==> src/ptm_pkg.sv <==
// Purpose: constants for the 8-bit period timer
// Assumes: AXI4-Lite, 32-bit data, registers in the low byte of a word
// Notes: offsets are indices; the byte address is four times the index
package ptm_pkg;
  localparam int unsigned ADDR_W = 12;
  localparam logic [7:0] IDX_PERIPHERAL_FLAGS = 8'h0c;
  localparam logic [7:0] IDX_TIMER_COUNT = 8'h11;
  localparam logic [7:0] IDX_TIMER_CONTROL = 8'h12;
  localparam logic [7:0] IDX_PERIPHERAL_IRQ_ENABLES = 8'h8c;
  localparam logic [7:0] IDX_PERIOD_VALUE = 8'h92;
  localparam logic [7:0] RST_COUNT = 8'h00;
  localparam logic [7:0] RST_PERIOD = 8'hff;
  localparam logic [6:0] RST_CONTROL = 7'h00;
  localparam logic [7:0] RST_FLAGS = 8'h00;
  localparam logic [7:0] RST_ENABLES = 8'h00;
  localparam int unsigned CTL_PRESCALE_LSB = 0;
  localparam int unsigned CTL_RUN_BIT = 2;
  localparam int unsigned CTL_POSTSCALE_LSB = 3;
  localparam int unsigned MATCH_FLAG_BIT = 1;
  localparam logic [1:0] OSC_DIV_LAST = 2'h3;
  localparam logic [3:0] PRESCALE_LAST_1 = 4'h0;
  localparam logic [3:0] PRESCALE_LAST_4 = 4'h3;
  localparam logic [3:0] PRESCALE_LAST_16 = 4'hf;
  localparam logic [1:0] RESP_OKAY = 2'h0;
  localparam logic [1:0] RESP_SLVERR = 2'h2;
endpackage

==> src/ptm_timer.sv <==
// Purpose: 8-bit period timer with prescaler, postscaler and AXI4-Lite registers
// Assumes: clock is the oscillator; one instruction cycle per four clocks
// Notes: flag and enable registers hold only the period-match bits; others read zero
`timescale 1ns/1ps

module ptm_timer (
  // clock and reset
  input wire logic clock,
  input wire logic rst,
  // axi4-lite write address
  input wire logic [ptm_pkg::ADDR_W-1:0] s_axi_awaddr,
  input wire logic s_axi_awvalid,
  output logic s_axi_awready,
  // axi4-lite write data
  input wire logic [31:0] s_axi_wdata,
  input wire logic [3:0] s_axi_wstrb,
  input wire logic s_axi_wvalid,
  output logic s_axi_wready,
  // axi4-lite write response
  output logic [1:0] s_axi_bresp,
  output logic s_axi_bvalid,
  input wire logic s_axi_bready,
  // axi4-lite read address
  input wire logic [ptm_pkg::ADDR_W-1:0] s_axi_araddr,
  input wire logic s_axi_arvalid,
  output logic s_axi_arready,
  // axi4-lite read data
  output logic [31:0] s_axi_rdata,
  output logic [1:0] s_axi_rresp,
  output logic s_axi_rvalid,
  input wire logic s_axi_rready,
  // sync serial port shift clock source
  output logic sync_serial_port_tick,
  // pwm time base for the capture_compare_pwm_unit
  output logic [7:0] pwm_time_base,
  output logic pwm_period_match,
  // interrupt request
  output logic period_match_irq
);
  import ptm_pkg::*;

  logic [7:0] timer_count_q;
  logic [7:0] period_value_q;
  logic [6:0] timer_control_q;
  logic period_match_flag_q;
  logic period_match_irq_en_q;
  logic [1:0] osc_div_q;
  logic [3:0] prescale_q;
  logic [3:0] postscale_q;
  logic match_pulse_q;

  // write and read channel holding registers
  logic aw_held_q;
  logic w_held_q;
  logic [ADDR_W-1:0] awaddr_q;
  logic [31:0] wdata_q;
  logic [3:0] wstrb_q;
  logic bvalid_q;
  logic [1:0] bresp_q;
  logic rvalid_q;
  logic [31:0] rdata_q;
  logic [1:0] rresp_q;

  // word index of a byte address, or an out-of-range marker
  function automatic logic [8:0] word_index(input logic [ADDR_W-1:0] addr);
    if (addr[1:0] != 2'h0) begin
      return 9'h100;
    end
    return {1'b0, addr[9:2]} | {addr[ADDR_W-1:10] != '0, 8'h00};
  endfunction

  function automatic logic known_index(input logic [8:0] idx);
    return idx == {1'b0, IDX_PERIPHERAL_FLAGS} || idx == {1'b0, IDX_TIMER_COUNT} ||
           idx == {1'b0, IDX_TIMER_CONTROL} || idx == {1'b0, IDX_PERIPHERAL_IRQ_ENABLES} ||
           idx == {1'b0, IDX_PERIOD_VALUE};
  endfunction

  // write decode: fire once both address and data are held and no response waits
  logic wr_fire;
  logic [8:0] wr_idx;
  logic wr_lane0;
  logic wr_count;
  logic wr_control;
  logic wr_period;
  logic wr_flags;
  logic wr_enables;

  assign wr_fire = aw_held_q && w_held_q && !bvalid_q;
  assign wr_idx = word_index(awaddr_q);
  assign wr_lane0 = wr_fire && wstrb_q[0];
  assign wr_count = wr_lane0 && wr_idx == {1'b0, IDX_TIMER_COUNT};
  assign wr_control = wr_lane0 && wr_idx == {1'b0, IDX_TIMER_CONTROL};
  assign wr_period = wr_lane0 && wr_idx == {1'b0, IDX_PERIOD_VALUE};
  assign wr_flags = wr_lane0 && wr_idx == {1'b0, IDX_PERIPHERAL_FLAGS};
  assign wr_enables = wr_lane0 && wr_idx == {1'b0, IDX_PERIPHERAL_IRQ_ENABLES};

  assign s_axi_awready = !aw_held_q;
  assign s_axi_wready = !w_held_q;
  assign s_axi_bvalid = bvalid_q;
  assign s_axi_bresp = bresp_q;
  assign s_axi_arready = !rvalid_q;
  assign s_axi_rvalid = rvalid_q;
  assign s_axi_rdata = rdata_q;
  assign s_axi_rresp = rresp_q;

  always_ff @(posedge clock or posedge rst) begin
    if (rst) begin
      aw_held_q <= 1'b0;
      awaddr_q <= '0;
    end else if (s_axi_awvalid && !aw_held_q) begin
      aw_held_q <= 1'b1;
      awaddr_q <= s_axi_awaddr;
    end else if (wr_fire) begin
      aw_held_q <= 1'b0;
    end
  end

  always_ff @(posedge clock or posedge rst) begin
    if (rst) begin
      w_held_q <= 1'b0;
      wdata_q <= '0;
      wstrb_q <= '0;
    end else if (s_axi_wvalid && !w_held_q) begin
      w_held_q <= 1'b1;
      wdata_q <= s_axi_wdata;
      wstrb_q <= s_axi_wstrb;
    end else if (wr_fire) begin
      w_held_q <= 1'b0;
    end
  end

  always_ff @(posedge clock or posedge rst) begin
    if (rst) begin
      bvalid_q <= 1'b0;
      bresp_q <= RESP_OKAY;
    end else if (wr_fire) begin
      bvalid_q <= 1'b1;
      bresp_q <= known_index(wr_idx) ? RESP_OKAY : RESP_SLVERR;
    end else if (s_axi_bready) begin
      bvalid_q <= 1'b0;
    end
  end

  // read path: data captured on the address handshake, answered next cycle
  logic [8:0] rd_idx;
  logic [7:0] rd_byte;
  assign rd_idx = word_index(s_axi_araddr);

  always_comb begin
    rd_byte = 8'h00;
    if (rd_idx == {1'b0, IDX_TIMER_COUNT}) begin
      rd_byte = timer_count_q;
    end else if (rd_idx == {1'b0, IDX_TIMER_CONTROL}) begin
      rd_byte = {1'b0, timer_control_q};
    end else if (rd_idx == {1'b0, IDX_PERIOD_VALUE}) begin
      rd_byte = period_value_q;
    end else if (rd_idx == {1'b0, IDX_PERIPHERAL_FLAGS}) begin
      rd_byte = 8'(period_match_flag_q) << MATCH_FLAG_BIT;
    end else if (rd_idx == {1'b0, IDX_PERIPHERAL_IRQ_ENABLES}) begin
      rd_byte = 8'(period_match_irq_en_q) << MATCH_FLAG_BIT;
    end
  end

  always_ff @(posedge clock or posedge rst) begin
    if (rst) begin
      rvalid_q <= 1'b0;
      rdata_q <= '0;
      rresp_q <= RESP_OKAY;
    end else if (s_axi_arvalid && !rvalid_q) begin
      rvalid_q <= 1'b1;
      rdata_q <= {24'h000000, rd_byte};
      rresp_q <= known_index(rd_idx) ? RESP_OKAY : RESP_SLVERR;
    end else if (s_axi_rready) begin
      rvalid_q <= 1'b0;
    end
  end

  // control register
  always_ff @(posedge clock or posedge rst) begin
    if (rst) begin
      timer_control_q <= RST_CONTROL;
    end else if (wr_control) begin
      timer_control_q <= wdata_q[6:0];
    end
  end

  logic [1:0] input_prescale_sel;
  logic timer_run;
  logic [3:0] output_postscale_sel;
  assign input_prescale_sel = timer_control_q[CTL_PRESCALE_LSB +: 2];
  assign timer_run = timer_control_q[CTL_RUN_BIT];
  assign output_postscale_sel = timer_control_q[CTL_POSTSCALE_LSB +: 4];

  logic [3:0] prescale_last;
  always_comb begin
    unique case (input_prescale_sel)
      2'b00: prescale_last = PRESCALE_LAST_1;
      2'b01: prescale_last = PRESCALE_LAST_4;
      default: prescale_last = PRESCALE_LAST_16;
    endcase
  end

  // instruction cycle strobe, then prescaler; both cleared by scaler-clearing writes
  logic scaler_clear;
  logic inst_tick;
  logic count_tick;
  assign scaler_clear = wr_count || wr_control;
  assign inst_tick = timer_run && osc_div_q == OSC_DIV_LAST;
  assign count_tick = inst_tick && prescale_q >= prescale_last;

  always_ff @(posedge clock or posedge rst) begin
    if (rst) begin
      osc_div_q <= 2'h0;
    end else if (scaler_clear || !timer_run) begin
      osc_div_q <= 2'h0;
    end else begin
      osc_div_q <= osc_div_q + 2'h1;
    end
  end

  always_ff @(posedge clock or posedge rst) begin
    if (rst) begin
      prescale_q <= 4'h0;
    end else if (scaler_clear || count_tick) begin
      prescale_q <= 4'h0;
    end else if (inst_tick) begin
      prescale_q <= prescale_q + 4'h1;
    end
  end

  // counter: a write wins over a tick; control writes do not touch it
  logic at_period;
  assign at_period = timer_count_q == period_value_q;

  always_ff @(posedge clock or posedge rst) begin
    if (rst) begin
      timer_count_q <= RST_COUNT;
    end else if (wr_count) begin
      timer_count_q <= wdata_q[7:0];
    end else if (count_tick) begin
      timer_count_q <= at_period ? 8'h00 : timer_count_q + 8'h01;
    end
  end

  always_ff @(posedge clock or posedge rst) begin
    if (rst) begin
      period_value_q <= RST_PERIOD;
    end else if (wr_period) begin
      period_value_q <= wdata_q[7:0];
    end
  end

  // match pulse: one cycle when a tick finds the counter at the period value, unless a count write wins
  logic match_event;
  assign match_event = count_tick && at_period && !wr_count;

  always_ff @(posedge clock or posedge rst) begin
    if (rst) begin
      match_pulse_q <= 1'b0;
    end else begin
      match_pulse_q <= match_event;
    end
  end

  assign sync_serial_port_tick = match_pulse_q;
  assign pwm_period_match = match_pulse_q;
  assign pwm_time_base = timer_count_q;

  // postscaler
  logic post_event;
  assign post_event = match_event && postscale_q >= output_postscale_sel;

  always_ff @(posedge clock or posedge rst) begin
    if (rst) begin
      postscale_q <= 4'h0;
    end else if (scaler_clear || post_event) begin
      postscale_q <= 4'h0;
    end else if (match_event) begin
      postscale_q <= postscale_q + 4'h1;
    end
  end

  // set wins over a simultaneous software clear
  always_ff @(posedge clock or posedge rst) begin
    if (rst) begin
      period_match_flag_q <= RST_FLAGS[MATCH_FLAG_BIT];
    end else if (post_event) begin
      period_match_flag_q <= 1'b1;
    end else if (wr_flags) begin
      period_match_flag_q <= wdata_q[MATCH_FLAG_BIT];
    end
  end

  always_ff @(posedge clock or posedge rst) begin
    if (rst) begin
      period_match_irq_en_q <= RST_ENABLES[MATCH_FLAG_BIT];
    end else if (wr_enables) begin
      period_match_irq_en_q <= wdata_q[MATCH_FLAG_BIT];
    end
  end

  assign period_match_irq = period_match_flag_q && period_match_irq_en_q;
endmodule

==> config.mk <==
export PLATFORM = sky130hd
export DESIGN_NAME = ptm_timer
export DESIGN_NICKNAME = d
export VERILOG_FILES = /design/src/ptm_pkg.sv /design/src/ptm_timer.sv
export SDC_FILE = /design/constraint.sdc
export NUM_CORES = 1
export LEC_CHECK = 0
export BUFFER_PORTS_ARGS = -buffer_cell sky130_fd_sc_hd__buf_2
export CAP_MARGIN = 20
export CORE_ASPECT_RATIO = 1.5
export CORE_MARGIN = 2
export CORE_UTILIZATION = 31
export DETAILED_ROUTE_END_ITERATION = 8
export GPL_ROUTABILITY_DRIVEN = 1
export MAX_ROUTING_LAYER = met4
export PLACE_DENSITY = 0.64
export SYNTH_ARGS = -nofsm -noshare
export SYNTH_HDL_FRONTEND = slang
export SYNTH_SLANG_ARGS = --single-unit
==> constraint.sdc <==
create_clock -name clock -period 6.3 [get_ports clock]
set_input_delay 0.945 -clock clock [delete_from_list [all_inputs] [get_ports clock]]
set_output_delay 0.945 -clock clock [all_outputs]
set_load 0.01 [all_outputs]
# [Word-level counts from Yosys, hierarchy flattened]
# Cells that the tools add are included.
[op_classes] bitwise=2 order_cmp=2 n_eq_ne=13 n_reduce_logical=48 add_sub_neg=4 n_mux=31
[op_table] op="8-bit 2-to-1 mux" n=6
[op_table] op="9-bit by 5-bit equality test with 1-bit output, second input constant" n=4
[op_table] op="9-bit by 8-bit equality test with 1-bit output, second input constant" n=4
[op_table] op="9-bit 2-to-1 mux" n=4
[op_table] op="2-bit nonzero test" n=12
[op_table] op="9-bit by 4-bit equality test with 1-bit output, second input constant" n=2
[op_table] op="8-bit by 9-bit bitwise OR with 9-bit output" n=2
[op_table] op="1-bit logical AND" n=17
[op_table] op="4-bit 2-to-1 mux" n=4
[op_table] op="1-bit logical OR" n=12
[op_table] op="1-bit 2-to-1 mux" n=11
[op_table] op="2-bit 2-to-1 mux" n=5
[op_table] op="4-bit by 1-bit adder with 4-bit output, second input constant" n=2
[op_table] op="8-bit by 1-bit adder with 8-bit output, second input constant" n=1
[op_table] op="8-bit equality test" n=1
[op_table] op="4-bit greater-or-equal comparator" n=2
[op_table] op="4-bit one-hot mux with 2 select lines" n=1
[op_table] op="1-bit zero test" n=6
[op_table] op="2-bit by 1-bit adder with 2-bit output, second input constant" n=1
[op_table] op="2-bit by 1-bit equality test with 1-bit output, second input constant" n=1
[op_table] op="2-bit equality test, second input constant" n=1
[op_table] op="2-bit zero test" n=1
[totals] out_inout_bits=52 input_bits=67 reg_bits=73

# [Longest topological paths before layout]
# Gate-level depths: netlist of run 1.
[logic_depth] depth_word=10 depth_mapped=9 mapped_depth_nobuf=8

# [Worst setup path before layout of run 1]
# Ideal clock, no wire load.
[synth_path] path_type="register -> register" start="register timer_control_q[1]" end="register timer_count_q[7], in the netlist pwm_time_base[7]" required_ps=6218 stages_incl_launch_ff=9 slack_ps=3846 n_path_buf=1 arrival_time_ps=2372 cell_sequence="dfrtp_1 -> or2_2 -> ha_1 -> or3b_2 -> a211o_1 -> nand2_1 -> clkbuf_1 -> o21ai_0 -> a31oi_1"
[synth_via] elab_chain_len=5 word_cells_on_any_way=6 classes_between="1 x order compare; 1 x eq/ne; 1 x mux; 3 x reduce/logical"
[synth_lines] item="start, declared" line_no="ptm_timer.sv:44" source="logic [6:0] timer_control_q;"
[synth_lines] item="start signal, assigned" line_no="ptm_timer.sv:183" source="timer_control_q <= wdata_q[6:0];"
[synth_lines] item="2-bit by 1-bit equality test with 1-bit output / 2-bit zero test (equally long branches)" line_no="ptm_timer.sv:196" source="unique case (input_prescale_sel)"
[synth_lines] item="4-bit one-hot mux with 2 select lines (*)" line_no="ptm_timer.sv:196"
[synth_lines] item="4-bit greater-or-equal comparator (*)" line_no="ptm_timer.sv:209" source="assign count_tick = inst_tick && prescale_q >= prescale_last;"
[synth_lines] item="1-bit logical AND (*)" line_no="ptm_timer.sv:209"
[synth_lines] item="2-bit nonzero test (no line) (*)"
[synth_lines] item="end signal, assigned" line_no="ptm_timer.sv:239" source="timer_count_q <= wdata_q[7:0];"
[synth_lines] item="end signal, assigned" line_no="ptm_timer.sv:241" source="timer_count_q <= at_period ? 8'h00 : timer_count_q + 8'h01;"
[synth_lines] item="end, declared" line_no="ptm_timer.sv:42" source="logic [7:0] timer_count_q;"
# Every way passes the cells marked *; elsewhere a longest branch is shown, timed or not.
# A chain may end at the register's enable or synchronous reset.

# [Final worst setup path of run 1]
[layout_path] start="register timer_control_q[1]" end="register timer_count_q[6], in the netlist pwm_time_base[6]"
# Same word-level chain as after synthesis.

==> results_dict.tcl, run 1 <==
set metrics [dict create \
    insertion_delay_ns 0.33 \
    startpoint "timer_control_q[1]" \
    routed_via_density 5.112 \
    p_int_w 0.001008 \
    dpl_cell_area_um2 4197 \
    cts_setup_buffers 0 \
    synthTopCellsByArea "dfrtp_1 (41%), mux2_2 (9.7%), buf_4 (5.5%)" \
    drt_iter0_markers 174 \
    grt_first_pass_wirelength_um 14510 \
    critPathMaxStageDelay_ns 0.48 \
    max_slew.worst_pin.slew_ns 0.9766 \
    hold_depth 1 \
    min_period_ns 2.709 \
    finalNonFillerCells 598 \
    cts_resized 0 \
    dieArea_um2 13260 \
    fmax_mhz 369.2 \
    slew_viol_final 0 \
    timing.rr.end "pwm_time_base[6]" \
    status "complete, no violations" \
    crit_chain "or2_2 -> ha_1 -> or3b_2 -> a211o_1 -> nand2_1 -> o21ai_0 -> a31oi_1" \
    synth-main-ff-cell "dfrtp_1" \
    final-setup-viol-count 0 \
    worstSetupStartpointType "flip-flop" \
    hpwlAfterDp_um 6686 \
    vdd_drop_max_mv 0.1431 \
    grt_pass1_vias 2923 \
    cp.arrival_ns 2.95 \
    portBuffers 65 \
    final_nets 519 \
    cts-htree-levels 3 \
    pre_cts_ws_ns 3.579 \
    ios 119 \
    grt_max_degree 72 \
    crit_path_end_kind "flip-flop" \
    coreArea_um2 12020 \
    grt_use_total 0.1460 \
    hold_ws_ns 0.4269 \
    p_sw_w 0.0004118 \
    vias 3057 \
    timing_worst_setup_path_type "reg -> reg" \
    p_leak_nw 2.138 \
    seqPwrFrac 0.447 \
    required_ns 6.54 \
    drive_above_1_share 0.2944 \
    busiest_layer "met2" \
    drc_errors 0 \
    synth_most_common_cell "dfrtp_1" \
    synth_top_area_frac 0.4123 \
    r2r_start "timer_control_q[1]" \
    clockPowerShare 0.358 \
    switching_share 0.2900 \
    wl_per_cell_um 14.78 \
    hold_path.class "reg -> reg" \
    cts_made_buffers 9 \
    cts_tree "yes" \
    synth_area_per_cell_um2 10.20 \
    wirelength_um 8836 \
    synth-edff-count 0 \
    relSlewSlack 0.3476 \
    critPathMaxFanout 17 \
    start_util 0.3182 \
    synth-warning-count 0 \
    die_w_um 94.68 \
    cts.clk_slew.worst_paths_ns 0.06 \
    rsz0062_at_grt "no" \
    met1_usage 0.1694 \
    yosys.area.top_type "dfrtp_1" \
    die_h_um 140.0 \
    ys_ff_latch 71 \
    design_area_um2 4497 \
    antenna_found_initial 0 \
    routabilityCongestion 0.9151 \
    synth_commonest_cells "dfrtp_1 (63), mux2_2 (33), nor2_1 (33)" \
    combinationalPowerShare 0.195 \
    endpoint "pwm_time_base[6]" \
    min_from "osc_div_q[0]" \
    ant_nets 0 \
    area_delta_synth_final_pct 17.60 \
    synth_cell_types 53 \
    r2r_cells 7 \
    cts_max_path_buffers 2 \
    synth_seq_area_share 0.4673 \
    crit_slowest_cell "or3b_2" \
    finClkSkew_ns 0.008067 \
    fin_crit_sh 0.4300 \
    p_per_area_nw_per_um2 315.8 \
    max-cap-violations 0 \
    cts.sinks 71 \
    rows 49 \
    gr-usage-met2 0.2415 \
    overflow 0 \
    cts-hold-fix-buffers 0 \
    hold_viol_final 0 \
    dp.cells 582 \
    antenna_cells 0 \
    drt-pass1-iter-count 5 \
    async_flop_share 1.000 \
    fin_setup_tns_ns 0 \
    regToRegSetupSlack_ns 3.59 \
    timing.final.ws_setup_ns 3.591 \
    synthesis.area_um2 3824 \
    grtUsageMet3 0.02259 \
    synthCells 375 \
    clockRootBuffer "clkbuf_16" \
]
-- through the flow --
| step | power (W) | util |
|---|---|---|
| after floorplan | 0.0008344 | - |
| after global placement | 0.0009104 | 0.3492 |
| after detailed placement | 0.0009262 | 0.3492 |
| after CTS | 0.001439 | 0.3742 |
| after global routing | 0.001502 | 0.3742 |
| final | 0.001420 | 0.3742 |
-- layout by cell type (no fill, tap or decap), types with 8 or more instances in the layout --
cell | Yosys | final
dfstp_2 | 8 | 8
nand2_1 | 28 | 28
inv_1 | 15 | 14
dfrtp_1 | 63 | 63
xor2_1 | 10 | 10
a21oi_1 | 20 | 20
nor2_1 | 33 | 33
buf_2 | 1 | 65
conb_1 | 1 | 26
o21ai_0 | 16 | 16
mux2_2 | 33 | 33
ha_1 | 12 | 12
clkbuf_16 | 0 | 9
nand3_1 | 11 | 11
-- per-layer routing --
layer	share of wire	vias up	wire length [um]
li1	-	1421	-
met1	0.38	1503	3356
met2	0.54	116	4779
met3	0.051	17	455
met4	0.028	0	245
met5	0	-	0
-- power by group through the flow --
| stage | clock network (W) | registers (W) | logic [W] |
|---|---|---|---|
| after CTS | 0.000519 | 0.000637 | 0.000283 |
| final | 0.000509 | 0.000635 | 0.000276 |
| after detailed placement | 0 | 0.000644 | 0.000282 |
| after floorplan | 0 | 0.000624 | 0.000211 |
| after global routing | 0.000539 | 0.000652 | 0.000311 |
| after global placement | 0 | 0.000637 | 0.000273 |
-- registers in the layout (all words and copies together), names as in the netlist, 2 cells and up --
register / cells
awaddr_q: 12
postscale_q: 4
timer_control_q: 7
osc_div_q: 2
wdata_q: 8
pwm_time_base: 8
period_value_q: 8
s_axi_rdata: 8
prescale_q: 4
-- worst min-delay path by stage --
stage,end
finish,osc_div_q[0]
global route,osc_div_q[0]
CTS,osc_div_q[0]
detailed placement,osc_div_q[0]
global placement,osc_div_q[0]
floorplan,osc_div_q[0]
-- cells by family (layout without fill, tap and decap cells) --
group                    count (synthesis)  after routing  synth area share
AO/OA/AOI/OAI                           71             71            0.1191
flip-flops                              71             71            0.4673
buffers and inverters                   52             97           0.07886
other                                    1             26         0.0009807
XOR/XNOR                                11             11           0.02520
adder cells (fa/ha/maj)                 12             12           0.03927
AND/OR/NAND/NOR                        122            122            0.1666
multiplexers                            35             35            0.1027
-- worst max-delay path: cells and delay by family, from the launching register on --
kind                     cells  cell delay [ns]
AO/OA/AOI/OAI                3             0.72
adder cells (fa/ha/maj)      1             0.28
flip-flops                   1             0.40
AND/OR/NAND/NOR              3             1.23
-- final cells by class --
class | instances | area [um^2]
Clock buffer | 12 | 246.5
Clock inverter | 4 | 53.80
Fill cell | 1241 | 7520
Inverter | 15 | 56.30
Multi-Input combinational cell | 277 | 1829
Sequential cell | 71 | 1787
Tap cell | 153 | 191.4
Timing Repair Buffer | 66 | 332.8
Power figures use the tool's default switching activity.
==> inputs of run 2 (changes only) <==
- clock period: 6.3 -> 2.85 ns (I/O delays scaled with it)
==> results_dict.tcl, run 2 (synthesized netlist as in run 1, its figures left out) <==
set metrics [dict create \
    status "complete, no violations" \
    relSlewSlack 0.5905 \
    regToRegSetupSlack_ns 0.37 \
    grt_pass1_vias 2957 \
    die_w_um 94.68 \
    fin_setup_tns_ns 0 \
    fin_crit_sh 0.8716 \
    portBuffers 65 \
    wirelength_um 8895 \
    clockRootBuffer "clkbuf_16" \
    vdd_drop_max_mv 0.4575 \
    drt-pass1-iter-count 4 \
    routabilityCongestion 0.9209 \
    ant_nets 0 \
    fmax_mhz 402.6 \
    p_per_area_nw_per_um2 689.9 \
    cts_resized 0 \
    cts_made_buffers 9 \
    required_ns 3.06 \
    vias 2985 \
    grt_max_degree 65 \
    antenna_cells 0 \
    final_common_cell "buf_2" \
    drive_above_1_share 0.3046 \
    start_util 0.3182 \
    rows 49 \
    drt_iter0_markers 194 \
    pre_cts_ws_ns 0.3613 \
    hold_path.class "in -> reg" \
    grt_first_pass_wirelength_um 14640 \
    coreArea_um2 12020 \
    max-cap-violations 0 \
    largest_register "awaddr_q" \
    finClkSkew_ns 0.007011 \
    antenna_found_initial 0 \
    hold_viol_final 0 \
    min_period_ns 2.484 \
    overflow 0 \
    wl_per_cell_um 14.68 \
    insertion_delay_ns 0.33 \
    hpwlAfterDp_um 6863 \
    area_delta_synth_final_pct 19.60 \
    cts_tree "yes" \
    critPathMaxFanout 6 \
    p_leak_nw 2.183 \
    largest_reg_flops 12 \
    die_h_um 140.0 \
    layout_common_cells "buf_2 (65), dfrtp_1 (63), mux2_2 (33), nor2_1 (33), nand2_1 (28)" \
    cts_max_path_buffers 2 \
    dieArea_um2 13260 \
    crit_path_end_kind "flip-flop" \
    routed_via_density 4.926 \
    cts.clk_slew.worst_paths_ns 0.06 \
    slew_viol_final 0 \
    drc_errors 0 \
    ios 119 \
    cts-htree-levels 3 \
    final-setup-viol-count 0 \
    worstSetupStartpointType "flip-flop" \
    final_nets 527 \
    cts.sinks 71 \
    rsz0062_at_grt "no" \
    grt_use_total 0.1467 \
    cp.arrival_ns 2.70 \
    max_slew.worst_pin.slew_ns 0.6130 \
    timing_worst_setup_path_type "reg -> reg" \
    timing.final.ws_setup_ns 0.3660 \
]
run 2: cell count changes in the layout (fill, tap and decap cells not counted):
cell           change
dlygate4sd3_1      +1
clkinv_4           +2
inv_6              -1
buf_4              +6
clkinvlp_4         -1
buf_12             +1
run 2: final timing paths:
path,startpoint,endpoint,depth (start not counted)
worst max register to register,awaddr_q[10],timer_control_q[3],4
max in group asynchronous,rst,period_value_q[6],4
min in group asynchronous,rst,s_axi_bvalid,3
worst max-delay path,awaddr_q[10],timer_control_q[3],4
worst min-delay path,s_axi_bready,s_axi_bvalid,2
worst min register to register,osc_div_q[0],osc_div_q[0],1
run 2: layer usage:
metal	global-route usage	up-vias	routed length [um]
met5	-	-	0
met4	0.08238	0	316
li1	-	1428	-
met2	0.2452	112	4639
met1	0.1633	1425	3462
met3	0.02421	20	476
run 2: repair_timing:
item                      in CTS  in global routing
setup buffers                  0                  0
hold endpoints to repair       7                  0
hold buffers                   1                  0
run 2: layout make-up:
type                       count  area, um^2
clock buffer                  12       246.5
clock inverter                 4       55.05
fill                        1218        7443
inverter                      15       56.30
multi-input combinational    277        1829
sequential                    71        1787
tap                          153       191.4
timing repair buffer          74       407.9
run 2: worst max-delay path, cell delays in order, from the launching register on:
cell and delay, ns:
dfrtp_1 0.38, or4_1 0.57, or3_1 0.51, nor3_2 0.51
mux2_2 0.40
run 2: per-stage QoR:
step | hold slack (ns) | cells | util | area (um^2) | total power, W
after detailed placement | 0.3475 | 589 | 0.3546 | 4262 | 0.002070
after floorplan | 0.4068 | 400 | - | 3918 | 0.001844
final | 0.2711 | 606 | 0.3806 | 4573 | 0.003155
after global placement | 0.3410 | 589 | 0.3546 | 4262 | 0.002033
after global routing | 0.2800 | 606 | 0.3806 | 4573 | 0.003343
after CTS | 0.2616 | 606 | 0.3806 | 4573 | 0.003200
run 2: where the power goes:
group,leakage (nW),internal (W),total (W),switching [W]
registers,0.888,0.00122,0.00141,0.000181
clock network,0.143,0.000704,0.00112,0.000413
logic,1.15,0.000315,0.000632,0.000317
total,2.18,0.00224,0.00316,0.000911
